### src/rtl/fpurc_map.vh
`ifndef FPURC_MAP_VH
`define FPURC_MAP_VH
// ----------------------------------------------------------------
// timing figures and encodings
// ----------------------------------------------------------------
// least select delay after valid supply, microseconds
`define FPURC_SELECT_DELAY_US 30
// write hold-off delay window, milliseconds
`define FPURC_HOLDOFF_MIN_MS 1
`define FPURC_HOLDOFF_MAX_MS 10
// system clock rate, MHz
`define FPURC_CLK_MHZ 200
// counter width for long delays
`define FPURC_CNT_W 24
// command class codes on i_cmd_class
`define FPURC_CLS_W 3
`define FPURC_CLS_READ 3'h0
`define FPURC_CLS_WRITE_ENABLE_CMD 3'h1
`define FPURC_CLS_ARRAY 3'h2
`define FPURC_CLS_STATUS 3'h3
`define FPURC_CLS_SLEEP 3'h4
`define FPURC_CLS_WAKE 3'h5
`define FPURC_CLS_OTHER 3'h6
// erased byte value and cleared status
`define FPURC_ERASED_BYTE 8'hFF
`define FPURC_STATUS_CLEAR 8'h00
`endif

### src/rtl/fpurc_top.v
`timescale 1ns/1ps
`include "fpurc_map.vh"
// How it works
// - supply-detect reset holds logic, ignores instructions
// - write-class commands ignored during hold-off delay
// - reads accepted once select delay passed
// - power-up: standby, flags and locks cleared
// - low supply disables all operations
// - reset pulse interrupts running array cycle
// - any reset pulse clears all lock bits
// - reset in decode or standby restarts logic
// - reset during array cycle restarts logic
// - status write finishes before reset completes
// - delivered array all ones, status zero
// - cycle-active flag high while cycle runs
// - deep sleep cleared by power loss
module fpurc_top #(
	// hold-off length in cycles; shorten for simulation
	// cycles per millisecond are the clock rate in MHz times one thousand
	parameter HOLDOFF_CYC = `FPURC_HOLDOFF_MIN_MS * `FPURC_CLK_MHZ * 1000,
	// status write length in cycles
	parameter STATUS_WR_CYC = 1000
) (
	// clock and reset
	input wire i_clk_sys,
	input wire i_rst,
	// supply detect: high while supply below write inhibit level
	input wire i_supply_low,
	// supply at operating minimum
	input wire i_supply_ok,
	// reset pin and chip select, active low
	input wire i_reset_pin_n,
	input wire i_select_n,
	// decoded command strobe from the serial front end
	input wire i_cmd_valid,
	input wire [`FPURC_CLS_W-1:0] i_cmd_class,
	// array cycle finished (self-timed engine)
	input wire i_array_done,
	// lock bit writes
	input wire i_lock_wr,
	input wire [1:0] i_lock_data,
	// status
	output reg o_logic_rst,
	output reg o_cmd_accept,
	output reg o_cmd_start,
	output reg o_write_latch_flag,
	output reg o_cycle_active_flag,
	output reg o_status_wr_active,
	output reg o_array_abort,
	output reg o_deep_sleep,
	output reg [1:0] o_lock_bits,
	output wire o_holdoff_active,
	output wire o_select_ready
);
	// ----------------------------------------------------------------
	// constants
	// ----------------------------------------------------------------
	localparam CW = `FPURC_CNT_W;
	localparam SEL_CYC = `FPURC_SELECT_DELAY_US * `FPURC_CLK_MHZ;
	// one-hot states
	localparam [3:0] ST_IDLE = 4'b0001;
	localparam [3:0] ST_ARRAY = 4'b0010;
	localparam [3:0] ST_STATUS = 4'b0100;
	localparam [3:0] ST_RSTWAIT = 4'b1000;

	reg [3:0] state; // cycle state
	reg [3:0] next_state;
	reg [CW-1:0] swr_cnt; // status write countdown
	reg pin_q; // previous reset pin level
	wire holdoff_done;
	wire select_done;
	wire pin_fall;
	wire sup_rst;

	// supply-detect reset and external reset merge
	assign sup_rst = i_rst || i_supply_low;
	assign pin_fall = pin_q && !i_reset_pin_n;

	// ----------------------------------------------------------------
	// power-up delays
	// ----------------------------------------------------------------
	// hold-off counted from supply-detect release
	fpurc_delay #(.W(CW), .LEN(HOLDOFF_CYC[CW-1:0])) u_holdoff (
		.i_clk_sys(i_clk_sys),
		.i_rst(i_rst),
		.i_hold(i_supply_low),
		.o_done(holdoff_done)
	);
	// select delay from supply reaching its minimum
	fpurc_delay #(.W(CW), .LEN(SEL_CYC[CW-1:0])) u_select (
		.i_clk_sys(i_clk_sys),
		.i_rst(i_rst),
		.i_hold(i_supply_low || !i_supply_ok),
		.o_done(select_done)
	);
	assign o_holdoff_active = !holdoff_done;
	assign o_select_ready = select_done;

	// command gate: reads after select delay, writes after hold-off
	function allow;
		input [`FPURC_CLS_W-1:0] cls;
		input sleeping;
		input busy;
		begin
			if (sleeping)
				allow = (cls == `FPURC_CLS_WAKE) && !busy;
			else if (cls == `FPURC_CLS_READ)
				allow = 1'b1;
			else if (cls == `FPURC_CLS_WRITE_ENABLE_CMD || cls == `FPURC_CLS_ARRAY)
				allow = holdoff_done && !busy;
			else if (cls == `FPURC_CLS_STATUS)
				allow = holdoff_done && !busy;
			else
				allow = !busy;
		end
	endfunction

	// ----------------------------------------------------------------
	// cycle state machine
	// ----------------------------------------------------------------
	// next state: reset pin aborts array, waits out status write
	always @* begin
		next_state = state;
		case (state)
			ST_IDLE: begin
				if (o_cmd_start && i_cmd_class == `FPURC_CLS_ARRAY)
					next_state = ST_ARRAY;
				else if (o_cmd_start && i_cmd_class == `FPURC_CLS_STATUS)
					next_state = ST_STATUS;
			end
			ST_ARRAY: begin
				if (pin_fall || i_array_done)
					next_state = ST_IDLE;
			end
			ST_STATUS: begin
				if (swr_cnt == {CW{1'b0}})
					next_state = ST_IDLE;
				else if (pin_fall)
					next_state = ST_RSTWAIT;
			end
			ST_RSTWAIT: begin
				if (swr_cnt == {CW{1'b0}})
					next_state = ST_IDLE;
			end
			default: next_state = ST_IDLE;
		endcase
	end

	// command acceptance, combinational handshake
	always @* begin
		o_cmd_accept = i_cmd_valid && !o_logic_rst && select_done
			&& !i_select_n
			&& allow(i_cmd_class, o_deep_sleep, state != ST_IDLE);
		o_cmd_start = o_cmd_accept && !i_select_n;
	end

	// ----------------------------------------------------------------
	// registers
	// ----------------------------------------------------------------
	// flags, locks, sleep; supply reset forces the power-on state
	always @(posedge i_clk_sys) begin
		if (sup_rst) begin
			state <= ST_IDLE;
			swr_cnt <= {CW{1'b0}};
			pin_q <= 1'b1;
			o_logic_rst <= 1'b1;
			// every status flag leaves reset at zero
			o_write_latch_flag <= 1'b0;
			o_cycle_active_flag <= 1'b0;
			o_status_wr_active <= 1'b0;
			o_array_abort <= 1'b0;
			o_deep_sleep <= 1'b0;
			o_lock_bits <= 2'b00;
		end else begin
			state <= next_state;
			pin_q <= i_reset_pin_n;
			o_array_abort <= (state == ST_ARRAY) && pin_fall;
			// internal logic held while reset pin low, except status write
			// a pin pulse seen during a status write is served late: the
			// logic restarts for one cycle once the write time has run out
			o_logic_rst <= (!i_reset_pin_n && (next_state != ST_STATUS)
				&& (next_state != ST_RSTWAIT))
				|| (state == ST_RSTWAIT && next_state == ST_IDLE);
			// status write countdown
			if (state == ST_IDLE && next_state == ST_STATUS)
				swr_cnt <= STATUS_WR_CYC[CW-1:0];
			else if (swr_cnt != {CW{1'b0}})
				swr_cnt <= swr_cnt - {{(CW-1){1'b0}}, 1'b1};
			o_cycle_active_flag <= (next_state != ST_IDLE);
			o_status_wr_active <= (next_state == ST_STATUS)
				|| (next_state == ST_RSTWAIT);
			// lock bits: reset pin clears them at once
			if (!i_reset_pin_n)
				o_lock_bits <= 2'b00;
			else if (i_lock_wr && !o_logic_rst)
				o_lock_bits <= i_lock_data;
			// write latch
			if (!i_reset_pin_n || (state != ST_IDLE && next_state == ST_IDLE))
				o_write_latch_flag <= 1'b0;
			else if (o_cmd_start && i_cmd_class == `FPURC_CLS_WRITE_ENABLE_CMD)
				o_write_latch_flag <= 1'b1;
			// deep sleep
			if (!i_reset_pin_n)
				o_deep_sleep <= 1'b0;
			else if (o_cmd_start && i_cmd_class == `FPURC_CLS_SLEEP)
				o_deep_sleep <= 1'b1;
			else if (o_cmd_start && i_cmd_class == `FPURC_CLS_WAKE)
				o_deep_sleep <= 1'b0;
		end
	end
endmodule

### src/rtl/fpurc_delay.v
`timescale 1ns/1ps
// ----------------------------------------------------------------
// down counter: o_done high once LEN cycles passed since i_hold fell
// ----------------------------------------------------------------
module fpurc_delay #(
	parameter W = 24,
	parameter [W-1:0] LEN = 1
) (
	// clock and reset
	input wire i_clk_sys,
	input wire i_rst,
	// control
	input wire i_hold, // restart and hold while high
	// status
	output reg o_done
);
	reg [W-1:0] count; // cycles still to wait

	// count down; hold keeps the counter loaded
	always @(posedge i_clk_sys) begin
		if (i_rst || i_hold) begin
			count <= LEN;
			o_done <= 1'b0;
		end else if (count != {W{1'b0}}) begin
			count <= count - {{(W-1){1'b0}}, 1'b1};
			o_done <= (count == {{(W-1){1'b0}}, 1'b1});
		end else begin
			o_done <= 1'b1;
		end
	end
endmodule

### config.mk
export PLATFORM = sky130hd
export DESIGN_NAME = fpurc_top
export DESIGN_NICKNAME = d
export VERILOG_FILES = /design/src/rtl/fpurc_top.v /design/src/rtl/fpurc_delay.v
export VERILOG_INCLUDE_DIRS = /design/src /design/src/rtl
export SDC_FILE = /design/constraint.sdc
export NUM_CORES = 1
export LEC_CHECK = 0
export BUFFER_PORTS_ARGS = -buffer_cell sky130_fd_sc_hd__buf_2
export CORE_UTILIZATION = 42
export CTS_CLUSTER_DIAMETER = 40
export CTS_CLUSTER_SIZE = 28
export DETAILED_ROUTE_END_ITERATION = 10
export PLACE_DENSITY_LB_ADDON = 0.1
export SLEW_MARGIN = 20
export SYNTH_ARGS = -nofsm -noshare
export SYNTH_HDL_FRONTEND = slang
export SYNTH_SLANG_ARGS = --single-unit
### constraint.sdc
create_clock -name i_clk_sys -period 3.1 [get_ports i_clk_sys]
set_clock_uncertainty 0.05 [all_clocks]
set_input_delay 0.155 -clock i_clk_sys [delete_from_list [all_inputs] [get_ports i_clk_sys]]
set_output_delay 0.155 -clock i_clk_sys [all_outputs]
set_load 0.01 [all_outputs]
**Yosys cells after proc, flatten, opt, wreduce, memory -nomap -nowiden**

Index checks and enable logic that the tools add are counted.

- $add $sub $neg: 3
- Equal/unequal tests: 18
- Multiplexer cells: 17
- Bitwise logic cells: 1
- Reduce and logical (&&, ||, !) cells: 44

Operators by type and width:

| kind | number |
|---|---|
| nonzero test 24 bit | 3 |
| subtractor 24 x 1 -> 24 bit, second input constant | 3 |
| equality test 24 x 1 -> 1 bit, second input constant | 2 |
| zero test 24 bit | 1 |
| 2-to-1 mux 4 bit | 6 |
| logical AND 1 bit | 20 |
| 2-to-1 mux 10 bit | 2 |
| one-hot mux 4 bit (4 select lines) | 1 |
| equality test 4 x 1 -> 1 bit, second input constant | 2 |
| equality test 4 x 3 -> 1 bit, second input constant | 2 |
| equality test 4 bit, second input constant | 2 |
| logical OR 1 bit | 8 |
| 2-to-1 mux 1 bit | 8 |
| inequality test 4 x 1 -> 1 bit, second input constant | 2 |
| equality test 3 x 2 -> 1 bit, second input constant | 2 |
| equality test 3 bit, second input constant | 2 |
| zero test 1 bit | 6 |
| OR reduction 2 bit | 3 |
| equality test 4 x 2 -> 1 bit, second input constant | 1 |
| inequality test 4 x 3 -> 1 bit, second input constant | 1 |
| inequality test 4 bit, second input constant | 1 |
| nonzero test 2 bit | 2 |
| equality test 3 x 1 -> 1 bit, second input constant | 1 |
| zero test 3 bit | 1 |
| NOT 1 bit | 1 |

- Register bits after elaboration: 87

**Logic depth before layout (Yosys ltp)**

- Depth after elaboration: 17
- Gate-level depth with buffers: 8
- Depth with buffers taken out: 7

**Modules after synthesis**

A second synthesis with hierarchy kept.

- Cell total of the unflattened synthesis: 501
- Area, all modules: 4325.4 um^2

Modules (own cells, without submodules):

| module | times used | cells each | area an instance (um^2) | sequential area each (um^2) |
|---|---|---|---|---|
| fpurc_top | 1 | 208 | 1826.8 | 740.7 |
| fpurc_delay (u_holdoff) | 1 | 151 | 1260.0 | 500.5 |
| fpurc_delay (u_select) | 1 | 142 | 1238.7 | 500.5 |

**Least setup slack after synthesis**

Ideal clock, no wire load.

- Path kind: flip-flop to flip-flop
- Start: register u_select.count[2]
- End: register u_select.count[19]
- Data arrival time: 2.578 ns
- Slack: 0.354 ns
- Cell stages (with the launch flop): 8
- Buffers on the path: 2
- Clock period less this slack: 2.746 ns
- Cells stage by stage: dfxtp_1 > or4_4 > or4_4 > buf_6 > or3_1 > buf_2 > or4_4 > mux2i_1

- Cells in the longest elaborated chain, start to end: 1

Ends and longest elaborated chain:

| item | line | RTL |
|---|---|---|
| start: declaration | fpurc_delay.v:17 | `reg [W-1:0] count;` |
| start signal: assignment | fpurc_delay.v:25 | `count <= count - {{(W-1){1'b0}}, 1'b1};` |
| subtractor 24 x 1 -> 24 bit or nonzero test 24 bit (tied branches) | fpurc_delay.v:25, fpurc_delay.v:24 |  |

Several ways; a longest one is shown, not always the timed one.
A chain may end at the register's enable or synchronous reset.

**Worst setup path after layout**

Same ends and word-level chain as after synthesis.

==> flow_summary.ini <==
[run_status]
status = finished clean

[yosys]
synth_cells = 506
ys_top_cells_by_area = dfxtp_1 41%, or3_1 5.3%, nor2_1 5.0%
postSynth.asyncResetShare = 0
yosysSeqAreaShare = 0.411
ys_types = 52
syn-cell-area_um2 = 4240
yosys.area.top_type = dfxtp_1
yosys-top-cells-count = 87 x dfxtp_1, 56 x nor2_1, 36 x or3_1
synth.most_common_cell = dfxtp_1
yosys_warnings = 0
synth-edff-count = 0
postSynthAreaPerCell_um2 = 8.38
synthFlopType = dfxtp_1
syn-num-nets = 525
ys_ff_latch = 87
yosysTopAreaCellShare = 0.411

[grt]
grt.total_usage = 0.201
antenna_found_initial = 0
grt_pass1_vias = 3529
grt_pass1_wl_um = 16500
grt_max_degree = 31
overflow = 0

[drt]
drt_wl_total_um = 9870
drc = 0
detail_route.wl_per_cell_um = 14.6
vias = 3832
routed_via_density = 5.66
antenna_left = 0
first_pass_iters = 4
drt-initial-drc-count = 176

[critical_path]
crit_arrival_ns = 3.00
cpMaxStageDelayCell = or4_4
cp-end-kind = flop
required_ns = 3.31
cp_max_fo = 9
crit_top_cell = or4_4
cp_slowest_stage_delay_ns = 0.62
crit_chain = or4_4 -> or4_4 -> or3_1 -> or4_4 -> mux2i_1
crit_type = reg -> reg
ff2ff_setup_slack_ns = 0.30
startpoint_type = flop

[power_and_ir_drop]
p_leak_nw = 1.73
intPower_w = 0.00260
comb_power_share = 0.429
p_seq_frac = 0.327
switching_share = 0.381
powerDensity_nw_per_um2 = 865
power_frac_clock = 0.244
total_power_w = 0.00419
power_switching_w = 0.00159
peakVddDrop_mv = 0.517

[placement]
gp_congestion = 0.810
portBuffers = 25
dp_slack_ns = 0.320
dp_hpwl_um = 6870
numPlacedInstances = 657

[sta]
min_period_ns = 2.80
slew_headroom = 0.450
worst_pin_slew_ns = 0.818
finalHoldViolations = 0
rsz0062_at_grt = false
fmax_ghz = 0.358
tns_ns = 0
setup_viol_count_final = 0
finalWorstSetupSlack_ns = 0.305
slew_violations = 0
finalCritPeriodShare = 0.902

[floorplan]
core_area_um2 = 9770
initial_core_util = 0.434
io_pins = 26
num_rows = 36
die_w_um = 102
die-height_um = 102
die_area_um2 = 10500

[clocking]
cts_setup_buffers = 0
h-tree-depth = 3
clockRootBuffer = clkbuf_8
cts_tree = yes
clk_latency_ns = 0.37
cts.sinks = 87
clock_path_buffers = 2
numCtsBuffers = 9
clk_pin_slew_ns = 0.08

[cells_and_area]
stdcell_count = 677
fin_nets = 558
multi_input_area_um2 = 2370
seq_area_um2 = 1740
fillers = 962
drive_gt1_frac = 0.129
fin_util = 0.496
syn_to_final_growth_pct = 14.3
antenna_cells = 0

[flow_run]
maxCapViolations = 0

[min_path]
hp-class = in -> reg
## power groups by stage
stage,Combinational (W),Clock [W],Sequential [W]
floorplan,0.00136,0,0.00137
global placement,0.00175,0,0.00139
detailed placement,0.00178,0,0.00140
CTS,0.00179,0.00105,0.00137
global route,0.00203,0.00110,0.00139
finish,0.00180,0.00102,0.00137
## sequential cells by signal, summed over array words and instances (netlist names), 2 cells and up
register         count
u_holdoff.count     24
swr_cnt             24
state                4
u_select.count      24
o_lock_bits          2
## cell usage in the layout, fill, tap and decap left out, types with 12 or more instances in the layout
cell type	Yosys	routed
a21oi_1	34	34
buf_2	1	25
buf_4	0	14
dfxtp_1	87	87
nand2_1	34	34
nor2_1	56	56
nor3_1	20	20
nor4_1	20	20
o21ai_0	19	19
o31ai_1	12	12
or3_1	36	36
or4_1	24	24
xnor2_1	13	13
## worst max-delay path, delay by kind of cell, from the launching register on
kind	cells	cell delay, ns
flops	1	0.37
mux	1	0.13
simple gates	4	2.15
## cell families after synthesis
| logic type | share of synthesized area |
|---|---|
| AOI/OAI and AO/OA | 0.164 |
| xor gates and xnor gates | 0.0413 |
| adders and majority gates | 0.0148 |
| buffers and inverters | 0.0286 |
| DFF | 0.411 |
| muxes | 0.0189 |
| and+or+nand+nor | 0.322 |
## layout make-up
| cell class | instances | area share |
|---|---|---|
| Clock inverter | 7 | 0.0279 |
| Inverter | 9 | 0.00697 |
| Timing Repair Buffer | 43 | 0.0558 |
| Clock buffer | 9 | 0.0256 |
| Tap cell | 133 | 0.0343 |
| Multi-Input combinational cell | 389 | 0.490 |
| Sequential cell | 87 | 0.359 |
## timing repair
item,CTS,global route
resized for setup,0,0
hold buffers,4,0
hold endpoints to repair,3,0
## final timing paths
check | from | to | cells after the start
max | u_select.count[2] | u_select.count[19] | 5
min | i_reset_pin_n | o_logic_rst | 2
max reg2reg | u_select.count[2] | u_select.count[19] | 5
min reg2reg | u_select.count[19] | u_select.count[19] | 2
## through the flow
step / hold slack [ns] / area, um2
after CTS: 0.0140 / 4850
after global routing: 0.0228 / 4850
after detailed placement: 0.356 / 4550
after global placement: 0.345 / 4550
after floorplan: 0.204 / 4240
final: 0.0317 / 4850
## layer usage
metal	global-route usage	wire, um
met1	0.262	4750
met2	0.325	4690
met3	0.0595	342
met4	0.0495	78
met5	0	0
(Power assumes the default switching activity.)
